### config.mk
export PLATFORM = sky130hd
export DESIGN_NAME = dmc_regs
export DESIGN_NICKNAME = d
export VERILOG_FILES = /design/src/hdl/dmc_pkg.sv /design/src/hdl/dmc_regs.sv
export SDC_FILE = /design/constraint.sdc
export NUM_CORES = 1
export LEC_CHECK = 0
export BUFFER_PORTS_ARGS = -buffer_cell sky130_fd_sc_hd__buf_2
export CORE_ASPECT_RATIO = 1.2
export CORE_MARGIN = 2
export CORE_UTILIZATION = 25
export CTS_BUF_LIST = sky130_fd_sc_hd__clkbuf_16
export DETAILED_ROUTE_END_ITERATION = 6
export SYNTH_ARGS = -nofsm -noshare
export SYNTH_HDL_FRONTEND = slang
export SYNTH_SLANG_ARGS = --single-unit
### constraint.sdc
create_clock -name mclk_i -period 9.9 [get_ports mclk_i]
set_clock_uncertainty 0.2 [all_clocks]
set_input_delay 0.99 -clock mclk_i [delete_from_list [all_inputs] [get_ports mclk_i]]
set_output_delay 0.99 -clock mclk_i [all_outputs]
set_load 0.1 [all_outputs]
### src/hdl/dmc_pkg.sv
package dmc_pkg;
    // register indices
    localparam logic [6:0] IDX_LEFT_ATTEN = 7'h10;
    localparam logic [6:0] IDX_RIGHT_ATTEN = 7'h11;
    localparam logic [6:0] IDX_MUTE_CTRL = 7'h12;
    localparam logic [6:0] IDX_DAC_CTRL = 7'h13;
    localparam logic [6:0] IDX_FMT_CTRL = 7'h14;
    localparam logic [6:0] IDX_ZERO_CTRL = 7'h16;
    // reset values
    localparam logic [7:0] ATTEN_RESET = 8'hff;
    localparam logic [7:0] MUTE_CTRL_RESET = 8'h00;
    localparam logic [7:0] DAC_CTRL_RESET = 8'h00;
    localparam logic [7:0] FMT_CTRL_RESET = 8'h05;
    localparam logic [7:0] ZERO_CTRL_RESET = 8'h00;
    // writable bit masks, reserved positions held at zero
    localparam logic [7:0] MUTE_CTRL_MASK = 8'hc3;
    localparam logic [7:0] DAC_CTRL_MASK = 8'h73;
    localparam logic [7:0] FMT_CTRL_MASK = 8'h27;
    localparam logic [7:0] ZERO_CTRL_MASK = 8'h07;
    // field positions
    localparam int SOFT_RESET_BIT = 7;
    localparam int OVERSAMPLE_BIT = 6;
    localparam int RIGHT_MUTE_BIT = 1;
    localparam int LEFT_MUTE_BIT = 0;
    localparam int DEEMPH_RATE_LSB = 5;
    localparam int DEEMPH_EN_BIT = 4;
    localparam int RIGHT_DAC_BIT = 1;
    localparam int LEFT_DAC_BIT = 0;
    localparam int FILTER_BIT = 5;
    localparam int ZERO_COMMON_BIT = 2;
    localparam int ZERO_POL_BIT = 1;
    localparam int PHASE_BIT = 0;
    // attenuator: codes at or below this are mute
    localparam logic [7:0] ATTEN_MUTE_MAX = 8'h80;
    // word and ramp timing
    localparam int WORD_BITS = 16;
    localparam int RAMP_SAMPLES = 8;
endpackage

### src/hdl/dmc_regs.sv
`timescale 1ns/1ps
`default_nettype none
// Summary of operation
// RQ1: attenuator spans 0 dB to -63 dB in 0.5 dB steps, plus mute
// RQ2: applied level steps one code per 8 sample periods toward target
// RQ3: attenuation dB equals 0.5 times code minus 255
// RQ4: codes 0 through 128 give full mute
// RQ5: attenuation codes reset to 255, meaning 0 dB
// RQ6: left and right attenuators are independent
// RQ7: word holds zero, 7-bit index, data byte; indices 10h-14h and 16h
// RQ8: host writes zero to reserved bits
// RQ9: register 12h holds soft reset, oversample, right and left mute
// RQ10: register 13h bits 1 and 0 disable right and left DAC
// RQ11: register 13h holds de-emphasis enable bit 4, rate bits 6:5
// RQ12: register 14h bits 2:0 select audio format, reset left-justified
// RQ13: register 14h bit 5 selects filter rolloff, reset sharp
// RQ14: register 16h bit 2 selects common zero flag, reset independent
// RQ15: register 16h bit 1 flag polarity, bit 0 output phase
// RQ16: registers 10h and 11h hold left and right attenuation codes
// RQ17: each write is 16 bits, msb first
// RQ18: latch low, sixteen clocks, latch rising edge commits the word
// RQ19: soft reset bit restores every register to default
// RQ20: soft mute ramps to mute and back at one step per 8 samples
// RQ21: writes to undefined indices are ignored
// RQ22: data sampled on bit clock rising edge while latch is low
module dmc_regs #(
    parameter int RAMP_SAMPLES = dmc_pkg::RAMP_SAMPLES
) (
    // clock and reset
    input wire logic mclk_i,
    input wire logic reset_n_i,
    // serial control port
    input wire logic ctrl_latch_i,
    input wire logic ctrl_bit_clock_i,
    input wire logic ctrl_serial_data_i,
    // sample rate strobe from the audio side, one pulse per sample
    input wire logic sample_tick_i,
    // applied attenuation codes, 128 means mute
    output logic [7:0] left_level_o,
    output logic [7:0] right_level_o,
    output logic left_muted_o,
    output logic right_muted_o,
    // mode controls
    output logic oversample_sel_o,
    output logic left_dac_disable_o,
    output logic right_dac_disable_o,
    output logic deemph_enable_o,
    output logic [1:0] deemph_rate_sel_o,
    output logic [2:0] audio_format_sel_o,
    output logic filter_rolloff_sel_o,
    output logic zero_flag_common_sel_o,
    output logic zero_flag_polarity_sel_o,
    output logic output_phase_sel_o
);
    // elaboration check: the ramp divider counts in eight bits
    if (RAMP_SAMPLES < 1 || RAMP_SAMPLES > 255) begin : g_ramp_range
        $error("RAMP_SAMPLES out of range");
    end

    // two-flop synchronisers for the asynchronous port pins
    logic [2:0] sync1_q, sync2_q;
    logic latch_prev_q, clk_prev_q;
    always_ff @(posedge mclk_i or negedge reset_n_i) begin
        if (!reset_n_i) begin
            sync1_q <= 3'h7;
            sync2_q <= 3'h7;
            latch_prev_q <= 1'b1;
            clk_prev_q <= 1'b1;
        end else begin
            sync1_q <= {ctrl_latch_i, ctrl_bit_clock_i, ctrl_serial_data_i};
            sync2_q <= sync1_q;
            latch_prev_q <= sync2_q[2];
            clk_prev_q <= sync2_q[1];
        end
    end

    logic latch_s, bclk_s, data_s, bclk_rise, latch_rise;
    assign latch_s = sync2_q[2];
    assign bclk_s = sync2_q[1];
    assign data_s = sync2_q[0];
    assign bclk_rise = bclk_s && !clk_prev_q;
    assign latch_rise = latch_s && !latch_prev_q;

    // shift register and bit count; bit clock needs >= 3 mclk per phase
    logic [15:0] shift_q, shift_d;
    logic [4:0] count_q, count_d;
    always_comb begin
        shift_d = shift_q;
        count_d = count_q;
        if (latch_s) begin
            count_d = 5'h00;
        end else if (bclk_rise) begin
            shift_d = {shift_q[14:0], data_s}; // RQ22 RQ17
            if (count_q != 5'h1f) begin
                count_d = count_q + 5'h01;
            end
        end
    end

    always_ff @(posedge mclk_i or negedge reset_n_i) begin
        if (!reset_n_i) begin
            shift_q <= 16'h0000;
            count_q <= 5'h00;
        end else begin
            shift_q <= shift_d;
            count_q <= count_d;
        end
    end

    // a word commits only after exactly sixteen clocks and msb zero
    logic commit;
    logic [6:0] widx;
    logic [7:0] wdata;
    assign widx = shift_q[14:8];
    assign wdata = shift_q[7:0];
    assign commit = latch_rise && count_q == 5'(dmc_pkg::WORD_BITS) && !shift_q[15]; // RQ18 RQ7

    // control register bank
    logic [7:0] latt_q, latt_d, ratt_q, ratt_d;
    logic [7:0] mute_q, mute_d, dac_q, dac_d, fmt_q, fmt_d, zero_q, zero_d;
    always_comb begin
        latt_d = latt_q;
        ratt_d = ratt_q;
        mute_d = mute_q;
        dac_d = dac_q;
        fmt_d = fmt_q;
        zero_d = zero_q;
        if (mute_q[dmc_pkg::SOFT_RESET_BIT]) begin
            // soft reset: restore defaults, bit itself clears
            latt_d = dmc_pkg::ATTEN_RESET; // RQ19
            ratt_d = dmc_pkg::ATTEN_RESET;
            mute_d = dmc_pkg::MUTE_CTRL_RESET;
            dac_d = dmc_pkg::DAC_CTRL_RESET;
            fmt_d = dmc_pkg::FMT_CTRL_RESET;
            zero_d = dmc_pkg::ZERO_CTRL_RESET;
        end else if (commit) begin
            // reserved bits masked off so test modes never engage
            case (widx)
                dmc_pkg::IDX_LEFT_ATTEN: latt_d = wdata; // RQ16 RQ6
                dmc_pkg::IDX_RIGHT_ATTEN: ratt_d = wdata; // RQ16 RQ6
                dmc_pkg::IDX_MUTE_CTRL: mute_d = wdata & dmc_pkg::MUTE_CTRL_MASK; // RQ9 RQ8
                dmc_pkg::IDX_DAC_CTRL: dac_d = wdata & dmc_pkg::DAC_CTRL_MASK; // RQ10 RQ11
                dmc_pkg::IDX_FMT_CTRL: fmt_d = wdata & dmc_pkg::FMT_CTRL_MASK; // RQ12 RQ13
                dmc_pkg::IDX_ZERO_CTRL: zero_d = wdata & dmc_pkg::ZERO_CTRL_MASK; // RQ14 RQ15
                default: begin
                end // RQ21
            endcase
        end
    end

    always_ff @(posedge mclk_i or negedge reset_n_i) begin
        if (!reset_n_i) begin
            latt_q <= dmc_pkg::ATTEN_RESET; // RQ5
            ratt_q <= dmc_pkg::ATTEN_RESET;
            mute_q <= dmc_pkg::MUTE_CTRL_RESET;
            dac_q <= dmc_pkg::DAC_CTRL_RESET;
            fmt_q <= dmc_pkg::FMT_CTRL_RESET;
            zero_q <= dmc_pkg::ZERO_CTRL_RESET;
        end else begin
            latt_q <= latt_d;
            ratt_q <= ratt_d;
            mute_q <= mute_d;
            dac_q <= dac_d;
            fmt_q <= fmt_d;
            zero_q <= zero_d;
        end
    end

    // ramp interval divider: one enable pulse per RAMP_SAMPLES samples
    logic [7:0] div_q, div_d;
    logic step_q, step_d;
    always_comb begin
        div_d = div_q;
        step_d = 1'b0;
        if (sample_tick_i) begin
            if (div_q == 8'(RAMP_SAMPLES - 1)) begin
                div_d = 8'h00;
                step_d = 1'b1; // RQ2
            end else begin
                div_d = div_q + 8'h01;
            end
        end
    end

    always_ff @(posedge mclk_i or negedge reset_n_i) begin
        if (!reset_n_i) begin
            div_q <= 8'h00;
            step_q <= 1'b0;
        end else begin
            div_q <= div_d;
            step_q <= step_d;
        end
    end

    // clamp a code to the mute floor; all codes up to 128 mean mute
    function automatic logic [7:0] eff_target(input logic [7:0] code, input logic mute);
        if (mute || code <= dmc_pkg::ATTEN_MUTE_MAX) begin
            eff_target = dmc_pkg::ATTEN_MUTE_MAX; // RQ4 RQ20
        end else begin
            eff_target = code; // RQ3 RQ1
        end
    endfunction

    // one code step toward the target; code step is 0.5 dB
    function automatic logic [7:0] ramp_step(input logic [7:0] cur, input logic [7:0] tgt);
        if (cur < tgt) begin
            ramp_step = cur + 8'h01;
        end else if (cur > tgt) begin
            ramp_step = cur - 8'h01;
        end else begin
            ramp_step = cur;
        end
    endfunction

    logic [7:0] ltgt, rtgt;
    assign ltgt = eff_target(latt_q, mute_q[dmc_pkg::LEFT_MUTE_BIT]);
    assign rtgt = eff_target(ratt_q, mute_q[dmc_pkg::RIGHT_MUTE_BIT]);

    // applied levels, each channel ramps on its own
    logic [7:0] llev_q, llev_d, rlev_q, rlev_d;
    logic lmute_q, lmute_d, rmute_q, rmute_d;
    always_comb begin
        llev_d = llev_q;
        rlev_d = rlev_q;
        if (mute_q[dmc_pkg::SOFT_RESET_BIT]) begin
            llev_d = dmc_pkg::ATTEN_RESET;
            rlev_d = dmc_pkg::ATTEN_RESET;
        end else if (step_q) begin
            llev_d = ramp_step(llev_q, ltgt); // RQ2 RQ6
            rlev_d = ramp_step(rlev_q, rtgt); // RQ2 RQ6
        end
        // flags built from the next level so they flip in the same cycle
        lmute_d = llev_d <= dmc_pkg::ATTEN_MUTE_MAX; // RQ4
        rmute_d = rlev_d <= dmc_pkg::ATTEN_MUTE_MAX; // RQ4
    end

    always_ff @(posedge mclk_i or negedge reset_n_i) begin
        if (!reset_n_i) begin
            llev_q <= dmc_pkg::ATTEN_RESET;
            rlev_q <= dmc_pkg::ATTEN_RESET;
            lmute_q <= 1'b0;
            rmute_q <= 1'b0;
        end else begin
            llev_q <= llev_d;
            rlev_q <= rlev_d;
            lmute_q <= lmute_d;
            rmute_q <= rmute_d;
        end
    end

    // outputs straight from flops
    assign left_level_o = llev_q;
    assign right_level_o = rlev_q;
    assign left_muted_o = lmute_q;
    assign right_muted_o = rmute_q;
    assign oversample_sel_o = mute_q[dmc_pkg::OVERSAMPLE_BIT];
    assign left_dac_disable_o = dac_q[dmc_pkg::LEFT_DAC_BIT];
    assign right_dac_disable_o = dac_q[dmc_pkg::RIGHT_DAC_BIT];
    assign deemph_enable_o = dac_q[dmc_pkg::DEEMPH_EN_BIT];
    assign deemph_rate_sel_o = dac_q[dmc_pkg::DEEMPH_RATE_LSB +: 2];
    assign audio_format_sel_o = fmt_q[2:0];
    assign filter_rolloff_sel_o = fmt_q[dmc_pkg::FILTER_BIT];
    assign zero_flag_common_sel_o = zero_q[dmc_pkg::ZERO_COMMON_BIT];
    assign zero_flag_polarity_sel_o = zero_q[dmc_pkg::ZERO_POL_BIT];
    assign output_phase_sel_o = zero_q[dmc_pkg::PHASE_BIT];

    // assertions
    level_step_one_a: assert property (@(posedge mclk_i) disable iff (!reset_n_i)
        $changed(llev_q) && !$past(mute_q[7]) |-> $past(step_q)) // RQ2
        else $error("left level moved without ramp step");
    level_toward_target_a: assert property (@(posedge mclk_i) disable iff (!reset_n_i)
        step_q && !mute_q[7] && llev_q < ltgt |=> llev_q == $past(llev_q) + 8'h01) // RQ2
        else $error("left level did not step up by one");
    mute_floor_a: assert property (@(posedge mclk_i) disable iff (!reset_n_i)
        llev_q >= dmc_pkg::ATTEN_MUTE_MAX && rlev_q >= dmc_pkg::ATTEN_MUTE_MAX) // RQ4 RQ1
        else $error("level below mute floor");
    bad_index_a: assert property (@(posedge mclk_i) disable iff (!reset_n_i)
        commit && !mute_q[7] && widx == 7'h15 |=> $stable(latt_q) && $stable(fmt_q)) // RQ21
        else $error("undefined index changed a register");
    left_write_a: assert property (@(posedge mclk_i) disable iff (!reset_n_i)
        commit && !mute_q[7] && widx == dmc_pkg::IDX_LEFT_ATTEN
        |=> latt_q == $past(wdata) && $stable(ratt_q)) // RQ16
        else $error("left attenuation write failed");
    soft_reset_a: assert property (@(posedge mclk_i) disable iff (!reset_n_i)
        mute_q[7] |=> fmt_q == dmc_pkg::FMT_CTRL_RESET && latt_q == dmc_pkg::ATTEN_RESET
        && !mute_q[7]) // RQ19
        else $error("soft reset did not restore defaults");
    reserved_zero_a: assert property (@(posedge mclk_i) disable iff (!reset_n_i)
        (zero_q & ~dmc_pkg::ZERO_CTRL_MASK) == 8'h00
        && (fmt_q & ~dmc_pkg::FMT_CTRL_MASK) == 8'h00) // RQ8
        else $error("reserved bit set");
    short_word_a: assert property (@(posedge mclk_i) disable iff (!reset_n_i)
        latch_rise && count_q != 5'h10 |=> $stable(latt_q) && $stable(dac_q)) // RQ18
        else $error("short word committed");
    shift_sample_a: assert property (@(posedge mclk_i) disable iff (!reset_n_i)
        bclk_rise && !latch_s |=> shift_q[0] == $past(data_s)) // RQ22
        else $error("bit not captured");
    muted_flag_a: assert property (@(posedge mclk_i) disable iff (!reset_n_i)
        left_muted_o == (llev_q <= dmc_pkg::ATTEN_MUTE_MAX) && right_muted_o == (rlev_q == 8'h80)) // RQ4
        else $error("mute flag disagrees with level");
    right_step_down_a: assert property (@(posedge mclk_i) disable iff (!reset_n_i)
        step_q && !mute_q[7] && rlev_q > rtgt |=> rlev_q == $past(rlev_q) - 8'h01) // RQ2
        else $error("right level did not step down by one");

    write_seen_c: cover property (@(posedge mclk_i) commit);
    mute_ramp_c: cover property (@(posedge mclk_i) left_muted_o && mute_q[0]);
    soft_reset_c: cover property (@(posedge mclk_i) mute_q[7]);
    short_word_c: cover property (@(posedge mclk_i) latch_rise && count_q != 5'h10);
endmodule
`default_nettype wire

* Word level (Yosys, flattened, before mapping)
Index checks and enable logic that the tools add are counted.
** Cells by class
- Eq/ne operators :: 9
- Reductions and logical operators :: 26
- $lt $le $gt $ge :: 8
- Muxes and demuxes :: 34
- $add $sub $neg :: 6
- Bitwise operators :: 1
** Operator list (number)
- 8-bit 2-to-1 mux :: 20
- 7-bit by 5-bit equality test with 1-bit output (second input constant) :: 6
- 8-bit <= comparator (second input constant) :: 4
- 8-bit by 1-bit adder with 8-bit output (second input constant) :: 3
- 7-bit 2-to-1 mux :: 3
- 6-bit 2-to-1 mux :: 3
- 2-bit nonzero test :: 9
- 8-bit greater-than comparator :: 2
- 8-bit less-than comparator :: 2
- 2-bit AND reduction :: 8
- 8-bit by 1-bit subtractor with 8-bit output (second input constant) :: 2
- 5-bit 2-to-1 mux :: 3
- 3-bit 2-to-1 mux :: 3
- 8-bit by 3-bit equality test with 1-bit output (second input constant) :: 1
- 5-bit by 1-bit adder with 5-bit output (second input constant) :: 1
- 5-bit equality test (second input constant) :: 1
- 5-bit != test (second input constant) :: 1
- 1-bit logical AND :: 4
- 1-bit logical NOT :: 3
- 1-bit logical OR :: 2
- 1-bit 2-to-1 mux :: 2
- 1-bit NOT :: 1
** Word-level totals
- Output and inout port bits :: 31
- Logic and storage cells :: 103
- Register bits after elaboration :: 96

* Longest topological paths before layout
Gate-level depths: netlist (run 1).
- Depth after elaboration :: 9
- Depth in mapped cells :: 11
- Mapped depth without buffers :: 11

* Least setup slack after synthesis (run 1)
No wires, ideal clock.
- Kind :: register -> register
- From :: register llev_q[0] (netlist: left_level_o[0])
- To :: register lmute_q (netlist: left_muted_o)
- Path slack :: 6.405 ns
- Library setup time :: 0.104 ns
- Cell stages (with the launch flop) :: 10
- Arrival time :: 3.191 ns
- Cells stage by stage :: dfstp_2 inv_1 ha_1 nand4_1 nor2_1 or4_1 or4_1 and3_1 or3_4 o41ai_2
** On the way
- Longest elaborated chain between the ends :: 6
- Elaborated cells on any way between the ends :: 9
- Those cells by class :: 2 x add/sub; 3 x order compare; 4 x mux
** Ends and longest elaborated chain
- start, declared :: line dmc_regs.sv:220 : logic [7:0] llev_q, llev_d, rlev_q, rlev_d;
- start signal, assigned :: line dmc_regs.sv:239 : llev_q <= dmc_pkg::ATTEN_RESET;
- start signal, assigned :: line dmc_regs.sv:244 : llev_q <= llev_d;
- 8-bit by 1-bit subtractor with 8-bit output / 8-bit greater-than comparator (equally long branches) :: line dmc_regs.sv:209, dmc_regs.sv:208
- 8-bit 2-to-1 mux :: line dmc_regs.sv:208 : end else if (cur > tgt) begin
- 8-bit 2-to-1 mux * :: line dmc_regs.sv:206 : if (cur < tgt) begin
- 8-bit 2-to-1 mux * :: line dmc_regs.sv:228 : end else if (step_q) begin
- 8-bit 2-to-1 mux * :: line dmc_regs.sv:225 : if (mute_q[dmc_pkg::SOFT_RESET_BIT]) begin
- net llev_d[6] :: line dmc_regs.sv:220
- 8-bit <= comparator * :: line dmc_regs.sv:233 : lmute_d = llev_d <= dmc_pkg::ATTEN_MUTE_MAX;
- net lmute_d :: line dmc_regs.sv:221 : logic lmute_q, lmute_d, rmute_q, rmute_d;
- end signal, assigned :: line dmc_regs.sv:246 : lmute_q <= lmute_d;
- end, declared :: line dmc_regs.sv:221
Mark *: on every way through the listed nets, which the timed path passes. The rest lies on a longest branch.
A chain may end at the register's enable or synchronous reset.

* Final worst setup path (run 1)
- From :: register latt_q[7]
- To :: register lmute_q (netlist: left_muted_o)
** On the way
- Longest elaborated chain between the ends :: 9
- Elaborated cells on any way between the ends :: 10
- Those cells by class :: 4 x order compare; 5 x mux; 1 x reduce/logical
** Ends and longest elaborated chain
- start, declared :: line dmc_regs.sv:119 : logic [7:0] latt_q, latt_d, ratt_q, ratt_d;
- start signal, assigned :: line dmc_regs.sv:153 : latt_q <= dmc_pkg::ATTEN_RESET;
- start signal, assigned :: line dmc_regs.sv:160 : latt_q <= latt_d;
- 8-bit <= comparator :: line dmc_regs.sv:197 : if (mute || code <= dmc_pkg::ATTEN_MUTE_MAX) begin
- 1-bit logical OR :: line dmc_regs.sv:197
- 8-bit 2-to-1 mux * :: line dmc_regs.sv:197
- 8-bit greater-than comparator :: line dmc_regs.sv:208
- 8-bit 2-to-1 mux :: line dmc_regs.sv:208
- 8-bit 2-to-1 mux * :: line dmc_regs.sv:206
- 8-bit 2-to-1 mux * :: line dmc_regs.sv:228
- 8-bit 2-to-1 mux * :: line dmc_regs.sv:225
- net llev_d[6] :: line dmc_regs.sv:220
- 8-bit <= comparator * :: line dmc_regs.sv:233
- net lmute_d :: line dmc_regs.sv:221
Marks and branches as above.

==> impl_metrics.yaml, run 1 <==
outcome:
  status: "completed"
critical_path:
  slowest_stage: "dfstp_2"
  arrival_ps: 3730
  endpoint_kind: "flip-flop"
  worst_r2r_path_depth: 11
  cp_slowest_stage_delay_ps: 520
  worst-path-buf-inv: 0
  crit_path_start_kind: "flip-flop"
  r2r_start: "latt_q[7]$_DFFE_PN1P_"
  worst-path-max-fanout: 7
  worst-endpoint-required_ps: 9940
  path_class: "reg2reg"
  r2r_end: "left_muted_o$_DFF_PN0_"
  cp_cell_sequence: "nor2b_1, nand2_1, ha_1, nor2b_2, o211ai_2, a21oi_2, nor2_2, or4_1, and3_1, or3_4, o41ai_2"
  cpLargestDelayFamily: "simple AND/OR/NAND/NOR gates"
  r2r_slack_ps: 6200
final_layout:
  multi_input_area_sq_um: 2170
  ff_latch_area_sq_um: 2250
  n_antenna_cell: 0
  layout_commonest_cell: "dfrtp_1"
  areaGrowthSynthToFinish_pct: 16.6
  finalNetCount: 474
  fill_cells: 1775
  layout-drive-gt1-share_pct: 29.6
  mostFrequentLayoutCells: "dfrtp_1 (46), dfstp_2 (42), nor2_1 (38), buf_2 (35), nand2_1 (27)"
  utilization_pct: 29.8
power:
  max-vdd-ir-drop_uv: 75.5
  powerDensity_nw_per_um2: 173
  leakage_nw: 2.51
  total_power_mw: 0.903
clocking:
  holdBufCountCts: 0
  postCtsSetupBuffers: 0
  insertion_delay_ps: 340
  cts_root_buffer: "clkbuf_16"
  htree_levels: 3
  post_cts_resized: 0
  cts_tree: "yes"
  clk_path_buf_depth: 2
  cts_made_buffers: 9
  clock_sinks: 88
  path_clk_slew_ps: 70
placed_design:
  port_buffers: 36
  gp_congestion: 0.820
  place_hpwl_microns: 6430
synth:
  ys_types: 58
  avgSynthCellArea_sq_um: 11.1
  yosysWarnings: 0
  ys_seq_elements: 88
  ys_seq_area_share_pct: 50.2
  yosys_most_used_dff: "dfrtp_1"
  synth_edf_count: 0
  netlist_area_sq_um: 4490
  synthCells: 403
  async_flop_share_pct: 100
sta:
  finalSetupViolations: 0
  setup_tns_ps: 0
  holdWs_ps: 157
  rsz0062_at_grt: "false"
  drv_slew: 0
  period_share_pct: 37.4
  period_minus_slack_ps: 3700
  tightest_slew_ps: 695
  relSlewSlack_pct: 53.7
  hold_viol: 0
  timing.fmax_mhz: 270
floorplanning:
  dieArea_sq_um: 19100
  coreArea_sq_um: 17600
  die_h_microns: 151
  start_util_pct: 25.6
  ioPinCount: 37
  rows: 53
  fp.dieW_microns: 126
global_routing:
  grt-ovfl-total: 0
  grt_use_total_pct: 10.1
  grt_max_degree: 49
  grt_pass1_vias: 3167
  antenna_found_initial: 0
  grt_first_pass_wirelength_microns: 15600
hold_path:
  hold_depth: 0
  hold_class: "reg2reg"
  holdPathEnd: "sync2_q[2]$_DFF_PN1_"
  hp-start: "sync1_q[2]$_DFF_PN1_"
run:
  maxCapViolCount: 0
routing:
  drcViolationCount: 0
  dr.pass1.iters: 4
  wirelength_microns: 9100
  drt_iter0_drc: 197
  ant_nets: 0
  vias_per_cell: 4.75
  num_vias: 3175
  wl_per_cell_microns: 13.6
[how the worst max path moves through the flow]
stage	cells after the start	end	from	slack (ps)
2_1_floorplan	9	left_muted_o$_DFF_PN0_	left_level_o[0]$_DFF_PN1_	6410
3_3_place_gp	10	left_muted_o$_DFF_PN0_	latt_q[7]$_DFFE_PN1P_	6380
3_5_place_dp	11	left_muted_o$_DFF_PN0_	latt_q[7]$_DFFE_PN1P_	6210
4_1_cts	11	left_muted_o$_DFF_PN0_	latt_q[7]$_DFFE_PN1P_	6200
5_1_grt	11	left_muted_o$_DFF_PN0_	latt_q[7]$_DFFE_PN1P_	6000
6_report	11	left_muted_o$_DFF_PN0_	latt_q[7]$_DFFE_PN1P_	6200
[kinds of logic after synthesis]
logic type               count (synthesis)  synth area share, %
adder cells (fa/ha/maj)                 24                 6.69
XOR/XNOR                                23                 4.49
other                                    1               0.0835
AO/OA/AOI/OAI                           57                 9.89
multiplexers                            34                 8.08
AND/OR/NAND/NOR                        157                 18.9
flip-flops                              88                 50.2
buffers and inverters                   19                 1.62
[worst register-to-register path, delay by kind of cell, from the launching register on]
kind            cells  cell delay [ps]
compound gates      3              720
flops               1              520
simple gates        7             1840
fa+ha+maj           1              320
[flip-flops by register name (all words and copies together) (netlist names), 3 cells and up]
name	cells
count_q	5
dac_q	5
div_q	8
fmt_q	4
latt_q	8
left_level_o	8
mute_q	4
ratt_q	8
right_level_o	8
shift_q	16
sync1_q	3
sync2_q	3
zero_q	3
[layout make-up]
type	count	share of cell area, %
Tap cell	220	5.26
Clock inverter	7	1.15
Timing Repair Buffer	41	4.21
Multi-Input combinational cell	297	41.5
Sequential cell	88	43.1
Inverter	7	0.502
Clock buffer	9	4.30
[Yosys cell counts (all sizes together) (2+ instances only)]
master / count / area share (%)
a211o: 20 / 3.9
a21boi: 2 / 0.33
a21oi: 9 / 1.1
and2: 3 / 0.42
and3: 3 / 0.42
clkbuf: 11 / 0.92
dfrtp: 46 / 26
dfstp: 42 / 25
ha: 24 / 6.7
inv: 7 / 0.59
mux2: 18 / 4.5
mux2i: 16 / 3.6
nand2: 27 / 2.3
nand2b: 9 / 1.3
nand3: 7 / 0.78
nand3b: 2 / 0.33
nand4: 10 / 1.5
nor2: 39 / 3.3
nor2b: 25 / 3.5
nor3: 7 / 0.78
nor3b: 3 / 0.50
nor4: 6 / 0.84
nor4b: 2 / 0.53
o2111a: 2 / 0.50
o211ai: 3 / 0.61
o21ai: 8 / 0.98
o31ai: 3 / 0.50
o41ai: 2 / 0.56
or2: 4 / 0.56
or3: 2 / 0.39
or4: 3 / 0.50
xnor2: 14 / 2.7
xor2: 9 / 1.8
[layer usage]
| layer | track usage [%] | share of wire [%] | vias up |
|---|---|---|---|
| met3 | 2.83 | 4.5 | 18 |
| li1 | - | - | 1520 |
| met1 | 13.3 | 47 | 1569 |
| met2 | 16.0 | 47 | 68 |
| met4 | 3.63 | 2.0 | 0 |
| met5 | 0 | 0 | - |
[power breakdown]
group / switching [mW] / internal [mW] / leakage (nW)
sequential: 0.0557 / 0.400 / 1.04
clock: 0.150 / 0.175 / 0.136
combinational: 0.0699 / 0.0527 / 1.34
total: 0.276 / 0.627 / 2.51
[per-stage QoR]
step | instance area (sq um) | setup WS (ps) | instances
2_1_floorplan | 4490 | 6410 | 404
3_3_place_gp | 4950 | 6380 | 653
3_5_place_dp | 4950 | 6210 | 653
4_1_cts | 5240 | 6200 | 669
5_1_grt | 5240 | 6000 | 669
6_report | 5240 | 6200 | 669
Note: power is estimated with default switching activity, not from simulation.
==> inputs of run 2 (changes only) <==
Settings changed: ABC_AREA set to 1.
Clock period 9.9 ns to 3.16 ns, I/O delays scaled along.
==> run 2 against run 1 <==
Compared with the run above:
- clock power grew to 3.3 times the previous value
- maximum frequency grew 30%
- cell count grew 33%
- register-to-register slack lost 5900 ps
- via count grew 22%
- combinational power grew to 4.2 times the previous value
==> impl_metrics.yaml, run 2 <==
synth:
  ys_seq_elements: 88
  ys_types: 39
  synth-xor-area-share_pct: 0.551
  synth_compound_area_share_pct: 9.32
  synth_top_family_by_area: "simple AND/OR/NAND/NOR gates"
  synth_commonest_cells: "nand2_1 (121), inv_1 (77), nor2_1 (74)"
  synth_most_common_cell: "nand2_1"
  ys_seq_area_share_pct: 47.3
  netlist_area_sq_um: 4770
  synth.area.mux_share_pct: 0.236
  synthAdderAreaFrac_pct: 6.30
  synthSimpleGateAreaFrac_pct: 28.6
  synth_edf_count: 0
  yosysTopAreaCell: "dfrtp_1"
  yosys_most_used_dff: "dfrtp_1"
  yosys.area.top_type_share_pct: 24.2
  avgSynthCellArea_sq_um: 8.19
  async_flop_share_pct: 100
  yosysWarnings: 0
  yosys-top-cells-area: "dfrtp_1 (24%), dfstp_2 (23%), nand2_1 (9.5%)"
  synthCells: 582
global_routing:
  antenna_found_initial: 0
  grt_max_degree: 47
  grt-ovfl-total: 0
  grt_first_pass_wirelength_microns: 18100
  grt_use_total_pct: 11.3
  grt_pass1_vias: 3734
critical_path:
  arrival_ps: 2930
  path_class: "reg2reg"
  crit_path_frequent_cell: "nand2_1"
  slowest_stage: "dfstp_2"
  endpoint_kind: "flip-flop"
  cp_slowest_stage_delay_ps: 540
  crit_path_start_kind: "flip-flop"
  worst-path-max-fanout: 10
  worst-endpoint-required_ps: 3240
  cp_cell_sequence: "nor3_1, nand2_1, nand2_1, nor2_1, nand2_1, ha_1, a21oi_1, nor2_2, nor2_8, nand2_8, nand2_2, nand2_2, nand2_2, nand3_2, nor2_2, nand2_1, nor2_1, nand2_1, nand2_1"
clocking:
  cts_root_buffer: "clkbuf_16"
  insertion_delay_ps: 340
  cts_made_buffers: 9
  clock_sinks: 88
  htree_levels: 3
  path_clk_slew_ps: 70
  cts_tree: "yes"
  clk_path_buf_depth: 2
sta:
  setup_tns_ps: 0
  tightest_slew_ps: 715
  relSlewSlack_pct: 51.9
  drv_slew: 0
  timing.fmax_mhz: 352
  period_share_pct: 90.0
  setup_slack_ps: 315
  rsz0062_at_grt: "false"
  period_minus_slack_ps: 2840
  finalSetupViolations: 0
  hold_viol: 0
routing:
  dr.pass1.iters: 4
  ant_nets: 0
  num_vias: 3858
  vias_per_cell: 4.33
  wirelength_microns: 10600
  drcViolationCount: 0
  drt_iter0_drc: 246
  wl_per_cell_microns: 11.9
placed_design:
  port_buffers: 36
  dpl.cell_count: 870
  place_ws_ps: 269
  gp_congestion: 0.796
  place_hpwl_microns: 7840
run:
  maxCapViolCount: 0
floorplanning:
  fp.dieW_microns: 130
  die_h_microns: 155
  dieArea_sq_um: 20200
  coreArea_sq_um: 18800
  ioPinCount: 37
  start_util_pct: 25.4
  rows: 55
power:
  max-vdd-ir-drop_uv: 224
  clkPwrFrac_pct: 36.4
  combPwrFrac_pct: 17.4
  leakage_nw: 2.70
  powerDensity_nw_per_um2: 526
  switching_share_pct: 31.2
  power_frac_seq_pct: 46.2
  p_sw_mw: 0.921
  p_int_mw: 2.03
final_layout:
  largest_reg_flops: 16
  layout_commonest_cell: "nand2_1"
  instances_no_fill: 890
  layout-drive-gt1-share_pct: 21.5
  areaGrowthSynthToFinish_pct: 17.7
  finalNetCount: 659
  n_antenna_cell: 0
  largest_register: "shift_q"
  mostFrequentLayoutCells: "nand2_1 (121), inv_1 (78), nor2_1 (74), dfrtp_1 (46), dfstp_2 (42)"
hold_path:
  hold_class: "in2reg"
outcome:
  status: "completed"
run 2: cell types whose count changed in the layout (fill, tap and decap cells not counted), moves of 14 or more:
| cell | delta |
|---|---|
| a211o_1 | -20 |
| a21oi_1 | +23 |
| inv_1 | +71 |
| mux2_2 | -17 |
| mux2i_1 | -16 |
| nand2_1 | +94 |
| nand3_1 | +32 |
| nor2_1 | +36 |
| nor2b_1 | -24 |
| o21ai_0 | +27 |
| xnor2_1 | -14 |
run 2: power by group through the flow:
stage | Combinational (mW) | Sequential (mW) | Clock (mW)
6_report | 0.513 | 1.36 | 1.07
5_1_grt | 0.595 | 1.39 | 1.16
4_1_cts | 0.523 | 1.37 | 1.11
3_5_place_dp | 0.517 | 1.38 | 0
3_3_place_gp | 0.509 | 1.38 | 0
2_1_floorplan | 0.316 | 1.44 | 0
run 2: per-layer routing:
metal	up-vias	wire length [microns]	global-route usage (%)
met4	0	286	5.22
li1	1977	-	-
met5	-	0	0
met1	1797	4580	13.6
met2	62	5350	19.1
met3	22	346	2.27
run 2: final timing paths:
check / slack (ps) / depth (start not counted) / start / endpoint
hold / removal: 60 / 2 / sample_tick_i / div_q[1]$_DFFE_PN0P_
min in group asynchronous: 330 / 2 / reset_n_i / right_muted_o$_DFF_PN0_
max in group asynchronous: 1730 / 3 / reset_n_i / sync1_q[2]$_DFF_PN1_
setup / recovery: 320 / 19 / latt_q[4]$_DFFE_PN1P_ / left_muted_o$_DFF_PN0_
hold reg to reg: 160 / 0 / sync1_q[1]$_DFF_PN1_ / sync2_q[1]$_DFF_PN1_
setup reg to reg: 320 / 19 / latt_q[4]$_DFFE_PN1P_ / left_muted_o$_DFF_PN0_
run 2: stage by stage:
stage	util, %	total power [mW]	instance area [sq um]	hold slack [ps]
after detailed placement	28.1	1.90	5270	147
final	29.9	2.95	5610	60.5
after global routing	29.9	3.14	5610	46.1
after CTS	29.9	3.00	5610	51.4
after floorplan	-	1.76	4770	-180
after global placement	28.1	1.89	5270	146
run 2: worst max-delay path, delay by kind of cell (launching register included):
kind                       cells  cell delay (ps)
AOI/OAI and AO/OA              1              180
and+or+nand+nor               17             1530
adders and majority gates      1              310
DFF                            1              540
run 2: final cells by class:
class / count / area [sq um]
Fill cell: 1995 / 13200
Sequential cell: 88 / 2250
Multi-Input combinational cell: 403 / 2150
Tap cell: 256 / 320
Inverter: 81 / 304
Timing Repair Buffer: 46 / 280
Clock buffer: 9 / 225
Clock inverter: 7 / 71.3
run 2: logic make-up (layout without fill, tap and decap cells):
kind of cell,Yosys count,in the layout
AOI/OAI and AO/OA,79,79
xor gates and xnor gates,3,3
adders and majority gates,24,24
buffers and inverters,92,143
DFF,88,88
muxes,1,1
other,1,2
and+or+nand+nor,294,294
run 2: timing repair:
item | CTS | global route
hold buffers | 4 | 0
gates resized for setup | 0 | 0
buffers inserted | 0 | 0
endpoints found under the hold margin | 18 | 0
